--- src/inc/flash_host_pkg.sv ---
`default_nettype none
// Shared constants for the sector flash host controller.
package flash_host_pkg;

    // System clock rate in MHz.
    localparam int CLK_MHZ   = 100;
    // Flash timing figures in their own units.
    localparam int TWP_NS    = 90;       // Least write pulse width.
    localparam int TWPH_NS   = 100;      // Least write pulse high time.
    localparam int TACC_NS   = 100;      // Longest address to data delay.
    localparam int TOEHP_NS  = 150;      // Least output-enable high pulse while toggling.
    localparam int BYTE_LOAD_TIMEOUT_US   = 150;      // Longest spacing between two byte loads.
    localparam int TWC_MS    = 10;       // Longest sector program cycle.
    // Extra read wait for the three-stage input synchroniser and its agreement check.
    localparam int SYNC_CYC  = 4;

    // Cycle counts; pulse widths and the access time round up, the load and program timeouts are exact.
    localparam logic [7:0] TWP_CYC   = 8'((TWP_NS * CLK_MHZ + 999) / 1000);
    localparam logic [7:0] TWPH_CYC  = 8'((TWPH_NS * CLK_MHZ + 999) / 1000);
    localparam logic [7:0] TRD_CYC   = 8'((TACC_NS * CLK_MHZ + 999) / 1000 + SYNC_CYC);
    localparam logic [7:0] TOEHP_CYC = 8'((TOEHP_NS * CLK_MHZ + 999) / 1000);
    localparam int         BLC_CYC   = BYTE_LOAD_TIMEOUT_US * CLK_MHZ;
    localparam int         TWC_CYC   = TWC_MS * 1000 * CLK_MHZ;
    // Polling gives up after twice the longest program cycle.
    localparam int         POLL_CYC  = 2 * TWC_CYC;

    // Bus geometry.
    localparam int ADDR_W      = 19;     // Byte address lines.
    localparam int DATA_W      = 8;      // Data lines.
    localparam int SECTOR_LSB  = 8;      // Lowest sector address bit.
    localparam int CMD_ADDR_W  = 15;     // Address bits that command writes use.
    localparam int TOGGLE_BIT  = 6;      // Position of the toggle status bit.
    localparam logic [7:0] LAST_BYTE = 8'hFF; // Last byte offset in a sector.
    localparam logic [1:0] SEQ_LAST  = 2'h2;  // Index of the last command write.

    // Reset values.
    localparam logic STROBE_IDLE = 1'b1; // Strobes are active low and idle high.

    // Neutral default command sequence; every value is arbitrary and meant to be overridden.
    localparam logic [14:0] DEF_SEQ_ADDR_1 = 15'h0001;
    localparam logic [14:0] DEF_SEQ_ADDR_2 = 15'h0002;
    localparam logic [7:0]  DEF_SEQ_DATA_1 = 8'h01;
    localparam logic [7:0]  DEF_SEQ_DATA_2 = 8'h02;
    localparam logic [7:0]  DEF_CMD_PROT   = 8'h10;
    localparam logic [7:0]  DEF_CMD_UNPROT = 8'h11;
    localparam logic [7:0]  DEF_CMD_ID_IN  = 8'h12;
    localparam logic [7:0]  DEF_CMD_ID_OUT = 8'h13;
    localparam logic [7:0]  DEF_CMD_LOCK_L = 8'h14;
    localparam logic [7:0]  DEF_CMD_LOCK_H = 8'h15;

    // User operations.
    typedef enum logic [2:0] {
        OP_READ, OP_PROG, OP_PROG_PROTECT, OP_PROG_UNPROTECT,
        OP_ID_ENTER, OP_ID_EXIT, OP_LOCK_LOW, OP_LOCK_HIGH
    } op_e;

endpackage : flash_host_pkg
`default_nettype wire

--- src/hdl/flash_sector_host.sv ---
`timescale 1ns/1ps
`default_nettype none
module flash_sector_host #(
    parameter int          BLC_CYCLES  = flash_host_pkg::BLC_CYC,  // Longest gap between loads.
    parameter int          POLL_LIMIT  = flash_host_pkg::POLL_CYC, // Polling give-up count.
    parameter logic [14:0] SEQ_ADDR_1  = flash_host_pkg::DEF_SEQ_ADDR_1,
    parameter logic [14:0] SEQ_ADDR_2  = flash_host_pkg::DEF_SEQ_ADDR_2,
    parameter logic [7:0]  SEQ_DATA_1  = flash_host_pkg::DEF_SEQ_DATA_1,
    parameter logic [7:0]  SEQ_DATA_2  = flash_host_pkg::DEF_SEQ_DATA_2,
    parameter logic [7:0]  CMD_PROT    = flash_host_pkg::DEF_CMD_PROT,
    parameter logic [7:0]  CMD_UNPROT  = flash_host_pkg::DEF_CMD_UNPROT,
    parameter logic [7:0]  CMD_ID_IN   = flash_host_pkg::DEF_CMD_ID_IN,
    parameter logic [7:0]  CMD_ID_OUT  = flash_host_pkg::DEF_CMD_ID_OUT,
    parameter logic [7:0]  CMD_LOCK_L  = flash_host_pkg::DEF_CMD_LOCK_L,
    parameter logic [7:0]  CMD_LOCK_H  = flash_host_pkg::DEF_CMD_LOCK_H
) (
    input  wire logic        I_SYS_CLK,
    input  wire logic        I_RESET,
    input  wire logic        i_CMD_VALID,
    input  wire logic [2:0]  i_CMD_OP,
    input  wire logic [18:0] i_CMD_ADDR,
    input  wire logic        i_WR_VALID,
    input  wire logic [7:0]  i_WR_DATA,
    output logic             o_WR_ACK,
    output logic             o_BUSY,
    output logic             o_DONE,
    output logic             o_ERR,
    output logic [7:0]       o_RD_DATA,
    output logic             o_ID_MODE,
    output logic [18:0]      o_FLASH_ADDR,
    output logic             o_FLASH_CE_N,
    output logic             o_FLASH_OE_N,
    output logic             o_FLASH_WE_N,
    input  wire logic [7:0]  i_FLASH_DQ,
    output logic [7:0]       o_FLASH_DQ,
    output logic             o_FLASH_DQ_OE
);
    typedef enum logic [2:0] {S_IDLE, S_SEQ, S_LOAD, S_WR_LOW, S_WR_HIGH, S_RD_LOW, S_RD_HIGH, S_DONE} state_e;

    state_e              state_q, state_d;   // Controller state.
    flash_host_pkg::op_e op_q;               // Operation in progress.
    logic [10:0]         sector_q;           // Target sector, held for the whole operation.
    logic [1:0]          seq_idx_q;          // Command write index.
    logic                seq_wr_q;           // Current write belongs to a command sequence.
    logic [7:0]          byte_q;             // Next byte offset to load.
    logic [8:0]          loads_q;            // Byte loads issued in this sector.
    logic [7:0]          timer_q;            // Phase down-counter.
    logic [23:0]         gap_q;              // Cycles since the last load strobe fell.
    logic [23:0]         wait_q;             // Cycles spent polling.
    logic                polling_q;          // Reads are toggle polls, not data reads.
    logic                have_prev_q;        // A previous poll sample exists.
    logic                prev_bit_q;         // Toggle bit of the previous poll.
    logic                same_q;             // Last two polls showed no toggle.
    logic [7:0]          dq_sync;            // Synchronised data lines.
    logic [14:0]         seq_addr;           // Address of the current command write.
    logic [7:0]          seq_data;           // Data of the current command write.
    logic                phase_end;          // Current phase has run its time.
    logic                gap_over;           // Next load would break the byte load timeout.
    logic                poll_op;            // Operation ends with a program cycle.
    flash_host_pkg::op_e cmd_op;             // Requested operation.

    assign cmd_op    = flash_host_pkg::op_e'(i_CMD_OP);
    assign phase_end = (timer_q == 8'h00);
    assign gap_over  = (gap_q >= 24'(BLC_CYCLES - 1));
    assign poll_op   = !(op_q inside {flash_host_pkg::OP_ID_ENTER, flash_host_pkg::OP_ID_EXIT});

    // Pin data pass the synchroniser before any decision looks at them.
    flash_pin_sync #(.W(flash_host_pkg::DATA_W)) u_dq_sync (
        .i_clk   (I_SYS_CLK),
        .i_reset (I_RESET),
        .i_d     (i_FLASH_DQ),
        .o_q     (dq_sync)
    );

    // Command sequence words; every byte is a parameter so that any unlock code can be used.
    always_comb begin
        seq_addr = (seq_idx_q == 2'h1) ? SEQ_ADDR_2 : SEQ_ADDR_1;
        seq_data = SEQ_DATA_1;
        if (seq_idx_q == 2'h1) begin
            seq_data = SEQ_DATA_2;
        end else if (seq_idx_q == flash_host_pkg::SEQ_LAST) begin
            unique case (op_q)
                flash_host_pkg::OP_PROG_PROTECT:   seq_data = CMD_PROT;
                flash_host_pkg::OP_PROG_UNPROTECT: seq_data = CMD_UNPROT;
                flash_host_pkg::OP_ID_ENTER:       seq_data = CMD_ID_IN;
                flash_host_pkg::OP_ID_EXIT:        seq_data = CMD_ID_OUT;
                flash_host_pkg::OP_LOCK_LOW:       seq_data = CMD_LOCK_L;
                flash_host_pkg::OP_LOCK_HIGH:      seq_data = CMD_LOCK_H;
                default:                           seq_data = SEQ_DATA_1;
            endcase
        end
    end

    // Next state; phases end when their timer runs out.
    always_comb begin
        state_d = state_q;
        unique case (state_q)
            S_IDLE: begin
                if (i_CMD_VALID) begin
                    if (cmd_op == flash_host_pkg::OP_READ) begin
                        state_d = S_RD_LOW;
                    end else if (cmd_op == flash_host_pkg::OP_PROG) begin
                        state_d = S_LOAD;
                    end else begin
                        state_d = S_SEQ;
                    end
                end
            end
            S_SEQ: state_d = S_WR_LOW;
            S_LOAD: begin
                // A late byte cannot be rescued: the device has already started programming.
                if (gap_over) begin
                    state_d = S_RD_LOW;
                end else if (i_WR_VALID) begin
                    state_d = S_WR_LOW;
                end
            end
            S_WR_LOW: if (phase_end) state_d = S_WR_HIGH;
            S_WR_HIGH: begin
                if (phase_end) begin
                    if (seq_wr_q && seq_idx_q != flash_host_pkg::SEQ_LAST) begin
                        state_d = S_SEQ;
                    end else if (seq_wr_q) begin
                        if (op_q inside {flash_host_pkg::OP_PROG_PROTECT, flash_host_pkg::OP_PROG_UNPROTECT}) begin
                            state_d = S_LOAD;
                        end else begin
                            state_d = poll_op ? S_RD_LOW : S_DONE;
                        end
                    end else begin
                        state_d = (byte_q == flash_host_pkg::LAST_BYTE) ? S_RD_LOW : S_LOAD;
                    end
                end
            end
            S_RD_LOW: if (phase_end) state_d = S_RD_HIGH;
            S_RD_HIGH: begin
                if (phase_end) begin
                    // Only a stopped toggle or the give-up count ends polling.
                    if (!polling_q || same_q || wait_q >= 24'(POLL_LIMIT)) begin
                        state_d = S_DONE;
                    end else begin
                        state_d = S_RD_LOW;
                    end
                end
            end
            S_DONE: state_d = S_IDLE;
        endcase
    end

    // State, phase timer and operation bookkeeping.
    always_ff @(posedge I_SYS_CLK) begin
        if (I_RESET) begin
            state_q   <= S_IDLE;
            op_q      <= flash_host_pkg::OP_READ;
            sector_q  <= '0;
            seq_idx_q <= '0;
            seq_wr_q  <= 1'b0;
            byte_q    <= '0;
            loads_q   <= '0;
            timer_q   <= '0;
        end else begin
            state_q <= state_d;
            if (state_d != state_q) begin
                unique case (state_d)
                    S_WR_LOW:  timer_q <= flash_host_pkg::TWP_CYC - 8'h01;
                    S_WR_HIGH: timer_q <= flash_host_pkg::TWPH_CYC - 8'h01;
                    S_RD_LOW:  timer_q <= flash_host_pkg::TRD_CYC - 8'h01;
                    S_RD_HIGH: timer_q <= flash_host_pkg::TOEHP_CYC - 8'h01;
                    default:   timer_q <= 8'h00;
                endcase
            end else if (!phase_end) begin
                timer_q <= timer_q - 8'h01;
            end
            if (state_q == S_IDLE && i_CMD_VALID) begin
                op_q      <= cmd_op;
                sector_q  <= i_CMD_ADDR[18:8];
                seq_idx_q <= '0;
                byte_q    <= '0;
                loads_q   <= '0;
            end
            if (state_q == S_SEQ) begin
                seq_wr_q <= 1'b1;
            end else if (state_q == S_LOAD) begin
                seq_wr_q <= 1'b0;
            end
            if (state_q == S_WR_HIGH && phase_end) begin
                if (seq_wr_q) begin
                    seq_idx_q <= seq_idx_q + 2'h1;
                end else begin
                    byte_q <= byte_q + 8'h01;
                end
            end
            if (state_q == S_LOAD && state_d == S_WR_LOW) begin
                loads_q <= loads_q + 9'h001;
            end
        end
    end

    // Load spacing and polling time counters.
    always_ff @(posedge I_SYS_CLK) begin
        if (I_RESET || state_q == S_IDLE) begin
            gap_q  <= '0;
            wait_q <= '0;
        end else begin
            gap_q  <= (state_q == S_LOAD && state_d == S_WR_LOW) ? 24'h000000 : gap_q + 24'h000001;
            wait_q <= polling_q ? wait_q + 24'h000001 : 24'h000000;
        end
    end

    // Toggle-bit tracking; a level alone never means completion.
    always_ff @(posedge I_SYS_CLK) begin
        if (I_RESET || state_q == S_IDLE) begin
            polling_q   <= 1'b0;
            have_prev_q <= 1'b0;
            prev_bit_q  <= 1'b0;
            same_q      <= 1'b0;
        end else begin
            // Only an entry from loading or a command write opens a poll; a plain read enters from idle.
            if (state_d == S_RD_LOW && state_q inside {S_LOAD, S_WR_HIGH}) begin
                polling_q <= 1'b1;
            end
            if (polling_q && state_q == S_RD_LOW && phase_end) begin
                same_q      <= have_prev_q && (dq_sync[flash_host_pkg::TOGGLE_BIT] == prev_bit_q);
                prev_bit_q  <= dq_sync[flash_host_pkg::TOGGLE_BIT];
                have_prev_q <= 1'b1;
            end
        end
    end

    // Flash pins, registered from the next state; output enable stays high during writes.
    always_ff @(posedge I_SYS_CLK) begin
        if (I_RESET) begin
            o_FLASH_ADDR  <= '0;
            o_FLASH_CE_N  <= flash_host_pkg::STROBE_IDLE;
            o_FLASH_OE_N  <= flash_host_pkg::STROBE_IDLE;
            o_FLASH_WE_N  <= flash_host_pkg::STROBE_IDLE;
            o_FLASH_DQ    <= '0;
            o_FLASH_DQ_OE <= 1'b0;
        end else begin
            o_FLASH_CE_N  <= !(state_d inside {S_WR_LOW, S_RD_LOW});
            o_FLASH_OE_N  <= (state_d != S_RD_LOW);
            o_FLASH_WE_N  <= (state_d != S_WR_LOW);
            o_FLASH_DQ_OE <= (state_d inside {S_WR_LOW, S_WR_HIGH});
            if (state_q == S_IDLE && i_CMD_VALID) begin
                o_FLASH_ADDR <= i_CMD_ADDR;
            end else if (state_q == S_SEQ) begin
                o_FLASH_ADDR <= {4'h0, seq_addr};
                o_FLASH_DQ   <= seq_data;
            end else if (state_q == S_LOAD && state_d == S_WR_LOW) begin
                o_FLASH_ADDR <= {sector_q, byte_q};
                o_FLASH_DQ   <= i_WR_DATA;
            end else if (state_d == S_RD_LOW && state_q inside {S_LOAD, S_WR_HIGH}) begin
                o_FLASH_ADDR <= {sector_q, 8'h00};
            end
        end
    end

    // User-side answers.
    always_ff @(posedge I_SYS_CLK) begin
        if (I_RESET) begin
            o_WR_ACK  <= 1'b0;
            o_BUSY    <= 1'b0;
            o_DONE    <= 1'b0;
            o_ERR     <= 1'b0;
            o_RD_DATA <= '0;
            o_ID_MODE <= 1'b0;
        end else begin
            o_WR_ACK <= (state_q == S_LOAD && state_d == S_WR_LOW);
            o_BUSY   <= (state_d != S_IDLE);
            o_DONE   <= (state_q == S_DONE);
            if (state_q == S_IDLE && i_CMD_VALID) begin
                o_ERR <= 1'b0;
            end else if ((state_q == S_LOAD && gap_over) ||
                         (state_q == S_RD_HIGH && phase_end && polling_q && !same_q && wait_q >= 24'(POLL_LIMIT))) begin
                o_ERR <= 1'b1;
            end
            if (!polling_q && state_q == S_RD_LOW && phase_end) begin
                o_RD_DATA <= dq_sync;
            end
            if (state_q == S_DONE && op_q == flash_host_pkg::OP_ID_ENTER) begin
                o_ID_MODE <= 1'b1;
            end else if (state_q == S_DONE && op_q == flash_host_pkg::OP_ID_EXIT) begin
                o_ID_MODE <= 1'b0;
            end
        end
    end
endmodule : flash_sector_host
`default_nettype wire

--- src/hdl/flash_pin_sync.sv ---
`timescale 1ns/1ps
`default_nettype none
// Three-stage synchroniser whose output follows only when the last two stages agree.
module flash_pin_sync #(
    parameter int W = 8
) (
    input  wire logic         i_clk,
    input  wire logic         i_reset,
    input  wire logic [W-1:0] i_d,
    output logic      [W-1:0] o_q
);
    logic [W-1:0] s1_q; // First stage, read only by the second.
    logic [W-1:0] s2_q; // Second stage.
    logic [W-1:0] s3_q; // Third stage.

    // Shift the pin through the chain; a change counts once stages two and three agree.
    always_ff @(posedge i_clk) begin
        if (i_reset) begin
            s1_q <= '0;
            s2_q <= '0;
            s3_q <= '0;
            o_q  <= '0;
        end else begin
            s1_q <= i_d;
            s2_q <= s1_q;
            s3_q <= s2_q;
            if (s2_q == s3_q) begin
                o_q <= s3_q;
            end
        end
    end
endmodule : flash_pin_sync
`default_nettype wire

--- config.mk ---
export PLATFORM = sky130hd
export DESIGN_NAME = flash_sector_host
export DESIGN_NICKNAME = d
export VERILOG_FILES = /design/src/inc/flash_host_pkg.sv /design/src/hdl/flash_sector_host.sv /design/src/hdl/flash_pin_sync.sv
export SDC_FILE = /design/constraint.sdc
export NUM_CORES = 1
export LEC_CHECK = 0
export BUFFER_PORTS_ARGS = -buffer_cell sky130_fd_sc_hd__buf_2
export CORE_MARGIN = 2
export CORE_UTILIZATION = 57
export CTS_CLUSTER_DIAMETER = 60
export DETAILED_ROUTE_END_ITERATION = 10
export PLACE_DENSITY_LB_ADDON = 0.08
export SLEW_MARGIN = 20
export SYNTH_ARGS = -nofsm -noshare
export SYNTH_HDL_FRONTEND = slang
export SYNTH_SLANG_ARGS = --single-unit
--- constraint.sdc ---
create_clock -name I_SYS_CLK -period 7.65 [get_ports I_SYS_CLK]
set_clock_uncertainty 0.05 [all_clocks]
set_input_delay 0.3825 -clock I_SYS_CLK [delete_from_list [all_inputs] [get_ports I_SYS_CLK]]
set_output_delay 0.3825 -clock I_SYS_CLK [all_outputs]
set_load 0.005 [all_outputs]
==> run metrics, run 1 <==
status=completed; max layer used=met4; Die ar.=13000 um2; die width=114.0 um; syn nets=823; final setup violating endpoints=0; area of the multi-input gates=3349 um2; Avg WL per Cell=14.39 um; cell family with the largest share of critical-path delay=simple AND/OR/NAND/NOR gates; Worst Setup Start Kind=flip-flop; initial antenna violation count=0; Layout Area Growth over Synthesis=15.94%; Clock Sink Count=164; R2R depth=9; count leader, synth=dfxtp_1; hold_sp=i_FLASH_DQ[4]; final worst slack=4.069 ns; worst vdd ir=0.1923 mV; YS warnings=0; crit-path max cell delay=0.82 ns; Syn Inst Count=774; Worst Path Buf+Inv=1; Fin Setup TNS=0 ns; #FFs+latches synth=164; Placement Setup Slack=4.090 ns; CP Cell Sequence=inv_1 > ha_1 > nor4b_4 > nand2_2 > a2111oi_2 > a21oi_2 > nor3_4 > nand2b_1 > nor2_1; cell taking the most area after synthesis=dfxtp_1; r2r startpoint=timer_q[0]; DR vias=5470; RSZ-0062 raised after global routing=false; dpl cells=971; Static Leak=3.096 nW; most frequent cells after synthesis=dfxtp_1, nor2_1, nand2_1, a21oi_1, mux2i_1; Worst Path Arrival=3.80 ns; final hold slack=0.1187 ns; Worst setup EP type=flip-flop; cell area after layout=7998 um2; Post-CTS Hold Buffers=0; TritonCTS buffer count=17; first-pass GRT wire length=23.96 mm; critical path data required time=7.87 ns; FF-to-FF End=gap_q[6]; DR iter-0 viols=457; Synth Area in Compound Gates=11.46%; main combinational cell family by area after synthesis=simple AND/OR/NAND/NOR gates; post_cts resized=0; hold path cells=2; Synth area leaders=dfxtp_1, nor2_1, mux2i_1; ANT nets after route=0; FF/Latch Area=3283 um2; CORE AREA=11910 um2; hpwl dp=10.05 mm; Hold Vio Cnt, Final=0; max frequency=279.2 MHz; Tcrit/Tclk final=46.81%; GRT Total Usage=22.95%; drt first pass iters=5; clock-pin transition on the worst setup and hold timing paths=0.06 ns; mux contribution to synthesized area=5.387%; largest net degree at the start of global routing=98; Layout Nets=892; total power=2.654 mW; Hold EP=u_dq_sync.s1_q[4]; Rel. slew slack=33.00%; share of layout cells above drive strength 1=16.00%; WS Path Type=flip-flop to flip-flop; Post-synth top flop=dfxtp_1; Met1 Wirelength=6.386 mm; Std-Cell Rows=40; fillers=987; number of global-route vias before repair=5214; Synth async-reset ratio=0%; Placer Congestion=0.8274; met2 wire len=7.313 mm; Avg Inst Size Synth=8.912 um2; routed length on met3=560 um; CP max FO=24; Buffers on Ports=85; simple-gate area share of the yosys netlist=23.27%; Slowest cell on crit path=nor3_4; flop2flop setup slack=4.07 ns; Chip Height=114.0 um; EDFF count, synth=0; Clock Root Buffer=clkbuf_16; Initial Utilization=57.91%; CP Depth=9; Post-Synth XOR/XNOR Area=6.983%; Max Slew Vio Count=0; post-CTS setup buffers=0; Antenna Cells=0; Post-Syn Area=6898 um2; worst hold path type=input port to flip-flop; Post-Route WL=14.43 mm; drc violations=0; grt total ovfl=0; Ports=86; Max-Cap Viols=0; Period minus WS final=3.581 ns; CTS Buffer Depth=2; H-tree depth=4; DP Area=7362 um2; final core utilization=67.14%; Vias/cell=5.454; Yosys top cell area share=47.60%; Netlist cell types=70; sequential fraction of the synthesis area=47.60%; CTS tree=built; Pwr Density=331.9 nW/um2; Clock Latency Late Sink=0.42 ns; Finished Layout Cells=1003; Adder-Cell Fraction of Synth Area=1.415%; Worst-Margin Slew=1.005 ns
[cells in the final DEF, fill, tap and decap left out, drive strengths merged, types with 4 or more instances in the layout]
cell / netlist / final
nor2: 114 / 114
nand3b: 5 / 5
ha: 7 / 7
clkinv: 0 / 4
a22oi: 8 / 8
bufinv: 0 / 4
nor3: 18 / 18
a21oi: 38 / 38
mux2i: 36 / 36
o21ai: 20 / 20
dfxtp: 164 / 164
xnor2: 28 / 28
inv: 28 / 29
and3: 14 / 14
o22ai: 8 / 8
nand2b: 5 / 5
nand3: 27 / 27
a211oi: 7 / 7
xor2: 27 / 27
or3: 8 / 8
clkbuf: 24 / 21
nand2: 85 / 85
a31oi: 4 / 4
nand4: 9 / 9
buf: 13 / 87
nor2b: 28 / 28
[where the power goes]
group          total (mW)  leakage, nW  switching [mW]  internal [mW]
clock               0.901        0.304           0.336          0.566
combinational       0.725         1.46           0.435          0.290
sequential           1.03         1.33          0.0845          0.944
total                2.65         3.10           0.855           1.80
[layout make-up]
class,count,share of cell area [%]
flip-flops and latches,164,41.05
repair buffers,87,5.507
inverters,28,1.314
multi-input cells,545,41.88
well taps,147,2.300
clock inverters,11,2.190
clock buffers,21,5.757
[layer usage]
metal  up-vias  GRT usage (%)
li1       2767              -
met5         -              0
met3        13          6.908
met2       103          38.81
met1      2587          28.36
met4         0          6.748
[cell families after synthesis]
group	after synthesis
buf+inv	65
compound gates	113
mux	37
xor+xnor	55
simple gates	332
flops	164
fa+ha+maj	8
[flip-flops by register name, indices dropped and copies added (netlist names), 2 cells and up]
signal	cells
byte_q	8
gap_q	24
o_FLASH_ADDR	19
o_FLASH_DQ	8
o_RD_DATA	8
op_q	3
sector_q	11
seq_idx_q	2
state_q	3
timer_q	8
u_dq_sync.o_q	8
u_dq_sync.s1_q	8
u_dq_sync.s2_q	8
u_dq_sync.s3_q	8
wait_q	24
[worst max path at each step]
stage | start | end | slack (ns)
2_1_floorplan | timer_q[0] | o_FLASH_DQ[0] | 5.11
3_3_place_gp | timer_q[0] | gap_q[15] | 4.26
3_5_place_dp | timer_q[0] | gap_q[8] | 4.09
4_1_cts | timer_q[0] | gap_q[8] | 4.06
5_1_grt | timer_q[0] | gap_q[7] | 3.78
6_report | timer_q[0] | gap_q[6] | 4.07
[worst register-to-register path, cell delays in order, from the launching register on]
cell	delay [ns]
dfxtp_1	0.33
inv_1	0.09
ha_1	0.21
nor4b_4	0.28
nand2_2	0.19
a2111oi_2	0.41
a21oi_2	0.12
nor3_4	0.82
nand2b_1	0.80
nor2_1	0.13
Power figures use the tool's default switching activity.
==> run 2, diff against run 1 <==
CORE_UTILIZATION = 52   (was 57)
clock period = 2.9 ns   (was 7.65 ns; I/O delays follow)
==> run metrics, run 2 (same netlist as run 1, synthesis figures left out) <==
status=completed; Worst setup EP type=flip-flop; hold_sp=i_CMD_ADDR[4]; first-pass GRT wire length=25.50 mm; clock-pin transition on the worst setup and hold timing paths=0.07 ns; Die ar.=14200 um2; Placer Congestion=0.8473; drt first pass iters=5; Max-Cap Viols=0; Hold Vio Cnt, Final=0; WS Path Type=flip-flop to flip-flop; R2R depth=11; TritonCTS buffer count=17; CORE AREA=13090 um2; Pwr Density=840.1 nW/um2; Tcrit/Tclk final=93.96%; RSZ-0062 raised after global routing=true; DR iter-0 viols=371; Worst Setup SP=timer_q[0]; dpl cells=1013; final worst slack=0.1750 ns; most common cell after layout, fill and taps aside=dfxtp_1; Std-Cell Rows=42; CP max FO=11; initial antenna violation count=0; Static Leak=3.291 nW; FF-to-FF End=o_FLASH_ADDR[13]; Period minus WS final=2.725 ns; share of layout cells above drive strength 1=17.26%; final core utilization=64.27%; Worst-Margin Slew=0.8754 ns; CP Depth=11; Clock Latency Late Sink=0.44 ns; cell family with the largest share of critical-path delay=compound AO/OA/AOI/OAI gates; Worst Path Buf+Inv=2; CTS tree=built; Avg WL per Cell=14.04 um; Placement Setup Slack=0.02968 ns; Layout Nets=941; largest net degree at the start of global routing=42; flop2flop setup slack=0.18 ns; Slowest cell on crit path=a221o_1; DR vias=5701; number of global-route vias before repair=5441; max frequency=367.0 MHz; commonest cells after routing, fill and taps aside=dfxtp_1, nor2_1, buf_2, nand2_1, a21oi_1; crit-path max cell delay=0.37 ns; CTS Buffer Depth=2; GRT Total Usage=22.02%; die width=119.2 um; Finished Layout Cells=1080; hpwl dp=10.17 mm; Layout Area Growth over Synthesis=21.91%; Worst Setup Start Kind=flip-flop; Worst Path Arrival=3.03 ns; ANT nets after route=0; Initial Utilization=52.72%; Clock Sink Count=164; grt total ovfl=0; crit path to=o_FLASH_ADDR[13]; Buffers on Ports=85; Vias/cell=5.279; total power=7.065 mW; fillers=1138; largest registers=gap_q (24), wait_q (24), o_FLASH_ADDR (19); Ports=86; Max Slew Vio Count=0; r2r startpoint=timer_q[0]; Chip Height=119.2 um; Antenna Cells=0; H-tree depth=4; Clock Root Buffer=clkbuf_16; Rel. slew slack=41.42%; CP Cell Sequence=inv_1 > ha_1 > nor4b_4 > and2_4 > o21ai_0 > a221o_1 > o211a_4 > nor2b_4 > a211oi_4 > buf_12 > mux2i_1; worst vdd ir=0.5009 mV; final hold slack=0.01420 ns; Post-Route WL=15.16 mm; critical path data required time=3.21 ns; worst hold path type=input port to flip-flop; final setup violating endpoints=0; drc violations=0
run 2: cell types whose count changed in the layout (fill, tap and decap cells not counted), moves of 2 or more:
cell / delta
dlygate4sd3_1: +32
bufinv_16: -4
buf_4: +16
clkinv_2: +2
clkinvlp_4: -2
inv_6: +3
clkbuf_1: -2
run 2: worst min-delay path by stage:
| stage | end | cells after the start |
|---|---|---|
| after CTS | o_FLASH_ADDR[4] | 3 |
| after floorplan | u_dq_sync.s1_q[0] | 1 |
| after detailed placement | u_dq_sync.s1_q[0] | 2 |
| after global routing | o_FLASH_ADDR[4] | 3 |
| after global placement | u_dq_sync.s1_q[2] | 2 |
| final | o_FLASH_ADDR[4] | 3 |
run 2: layout make-up:
| class | count | area, um2 | share of cell area (%) |
|---|---|---|---|
| Sequential cell | 164 | 3283 | 39.04 |
| Clock inverter | 12 | 96.34 | 1.146 |
| Inverter | 28 | 105.1 | 1.250 |
| Timing Repair Buffer | 136 | 900.9 | 10.71 |
| Clock buffer | 19 | 452.9 | 5.386 |
| Multi-Input combinational cell | 545 | 3351 | 39.85 |
| Tap cell | 176 | 220.2 | 2.619 |
run 2: metal layers:
layer,vias up,routed length (um),track usage (%)
li1,2860,-,-
met1,2716,6998,28.46
met2,101,7360,35.92
met3,24,536,5.603
met4,0,263,7.366
met5,-,0,0
run 2: stage by stage:
| step | TNS [ns] | area (um2) |
|---|---|---|
| final | 0 | 8409 |
| after global routing | -0.005688 | 8409 |
| after CTS | 0 | 8376 |
| after detailed placement | 0 | 7506 |
| after global placement | 0 | 7506 |
| after floorplan | 0 | 6898 |
run 2: power breakdown:
group	internal, mW	total (mW)	switching (mW)
Clock	1.15	2.10	0.949
Sequential	2.49	2.67	0.187
Combinational	1.03	2.29	1.26
run 2: worst register-to-register path: cells and delay by family (launching register included):
family                   cells  cell delay (ns)
adder cells (fa/ha/maj)      1             0.20
AO/OA/AOI/OAI                4             0.91
AND/OR/NAND/NOR              3             0.69
flip-flops                   1             0.34
multiplexers                 1             0.19
buffers and inverters        2             0.27
run 2: what timing repair did:
action / in CTS / in global routing
setup endpoints to repair: 0 / 22
setup buffers: 0 / 4
gates resized for setup: 0 / 3
hold endpoints to repair: 32 / 0
hold buffers: 32 / 0
==> run 3, diff against run 2 <==
SETUP_SLACK_MARGIN = 0.5   (was unset)
==> run metrics, run 3 (same netlist as run 1, synthesis figures left out) <==
cell area after layout=8989 um2; Clock Latency Late Sink=0.42 ns; FF/Latch Area=3298 um2; Rel. slew slack=41.27%; number of global-route vias before repair=5670; GR Layer Usage met2=38.97%; Antenna Cells=0; M1 GR Usage=28.43%; crit-path max cell delay=0.55 ns; Finished Layout Cells=1107; final hold slack=0.01769 ns; TritonCTS buffer count=17; Buffers on Ports=85; RSZ-0062 raised after global routing=true; Max Slew Vio Count=0; Clock Root Buffer=clkbuf_16; Max-Cap Viols=0; Layout Nets=967; Clock Sink Count=164; Pwr Density=879.0 nW/um2; fillers=1056; Std-Cell Rows=42; hold path cells=3; final core utilization=68.69%; drt first pass iters=5; status=completed; initial antenna violation count=0; critical path data required time=3.19 ns; R2R depth=8; Hold Vio Cnt, Final=0; worst vdd ir=0.6707 mV; Worst Path Arrival=2.86 ns; final setup violating endpoints=0; max frequency=389.3 MHz; DR iter-0 viols=367; clock-pin transition on the worst setup and hold timing paths=0.06 ns; die width=119.2 um; Ports=86; met3 Use GR=4.837%; Slowest cell on crit path=or4_4; DP Area=7545 um2; Fin Setup TNS=0 ns; Initial Utilization=52.72%; Post-Route WL=16.06 mm; Avg WL per Cell=14.50 um; Worst setup EP type=flip-flop; Static Leak=3.485 nW; CORE AREA=13090 um2; flop2flop setup slack=0.33 ns; layer with the highest usage=met2; Tcrit/Tclk final=88.57%; Worst Setup Start Kind=flip-flop; Worst Setup SP=gap_q[16]; WS Path Type=flip-flop to flip-flop; area of the multi-input gates=3592 um2; drc violations=0; Hold EP=o_FLASH_ADDR[7]; largest net degree at the start of global routing=97; CTS tree=built; hpwl dp=10.28 mm; grt total ovfl=0; Worst-Margin Slew=0.8777 ns; dpl cells=1013; share of layout cells above drive strength 1=24.38%; most common cell after layout, fill and taps aside=dfxtp_1; CTS Buffer Depth=2; Placer Congestion=0.8349; Die ar.=14200 um2; H-tree depth=4; largest registers=gap_q (24), wait_q (24), o_FLASH_ADDR (19); Vias/cell=5.298; worst hold path type=input port to flip-flop; GRT Total Usage=22.84%; r2r startpoint=gap_q[16]; DR vias=5865; Period minus WS final=2.568 ns; Layout Area Growth over Synthesis=30.31%; ANT nets after route=0; first-pass GRT wire length=26.41 mm; hold_sp=i_CMD_ADDR[7]; commonest cells after routing, fill and taps aside=dfxtp_1, nor2_1, buf_2, nand2_1; Chip Height=119.2 um; CP max FO=6; FF-to-FF End=o_FLASH_ADDR[12]; CP Cell Sequence=or4_4 > nor4_4 > o21ai_4 > o211a_4 > nor2b_4 > a211oi_4 > buf_6 > mux2i_2
## run 3: cell types whose count changed in the layout (fill, tap and decap cells not counted), moves of 5 or more
cell        before  now
dfxtp_1        164  154
o22ai_2          0    8
buf_4           18   35
o22ai_1          8    0
buf_6            0    5
dfxtp_2          0    9
clkinvlp_4       0    5
## run 3: worst max-delay path by stage
stage                       end  slack (ns)  cells past startpoint
2_1_floorplan  o_FLASH_ADDR[10]        0.51                     11
3_3_place_gp   o_FLASH_ADDR[12]        0.31                     11
3_5_place_dp   o_FLASH_ADDR[10]        0.17                     11
4_1_cts        o_FLASH_ADDR[12]        0.42                      9
5_1_grt        o_FLASH_ADDR[12]        0.24                      8
6_report       o_FLASH_ADDR[12]        0.33                      8
## run 3: critical path: cells and delay by family, from the launching register on
family                 cells  cell delay, ns
flip-flops                 1            0.33
AO/OA/AOI/OAI              3            0.70
AND/OR/NAND/NOR            3            0.99
multiplexers               1            0.22
buffers and inverters      1            0.19
## run 3: what timing repair did
item,4_1_cts,5_1_grt
buffers inserted,26,4
gates cloned,1,1
endpoints found under the hold margin,29,1
gates resized for setup,27,37
pin swaps,15,13
endpoints found under the setup margin,60,66
hold buffers,29,1
## run 3: metal layers
| metal | routed length [um] | up-vias | part of all wire (%) |
|---|---|---|---|
| met5 | 0 | - | 0 |
| met4 | 298 | 0 | 1.9 |
| met3 | 575 | 27 | 3.6 |
| met2 | 8140 | 125 | 51 |
| met1 | 7042 | 2800 | 44 |
| li1 | - | 2913 | - |
## run 3: final cells by class
cell class	count	area share, %
tap	176	2.450
clock buffer	18	4.886
multi-input combinational	545	39.96
inverter	28	1.169
sequential	164	36.69
clock inverter	14	1.712
timing repair buffer	162	13.13
## run 3: stage by stage
step / setup WS [ns] / power [mW]
2_1_floorplan: 0.5063 / 4.310
3_3_place_gp: 0.3058 / 4.775
3_5_place_dp: 0.1698 / 4.831
4_1_cts: 0.4239 / 7.598
5_1_grt: 0.2410 / 8.267
6_report: 0.3316 / 7.901
## run 3: power breakdown
| group | switching [mW] | leakage, nW | internal (mW) | total (mW) |
|---|---|---|---|---|
| clock network | 0.920 | 0.277 | 1.30 | 2.22 |
| registers | 0.204 | 1.34 | 2.49 | 2.69 |
| logic | 1.53 | 1.87 | 1.45 | 2.99 |
| total | 2.66 | 3.49 | 5.24 | 7.90 |
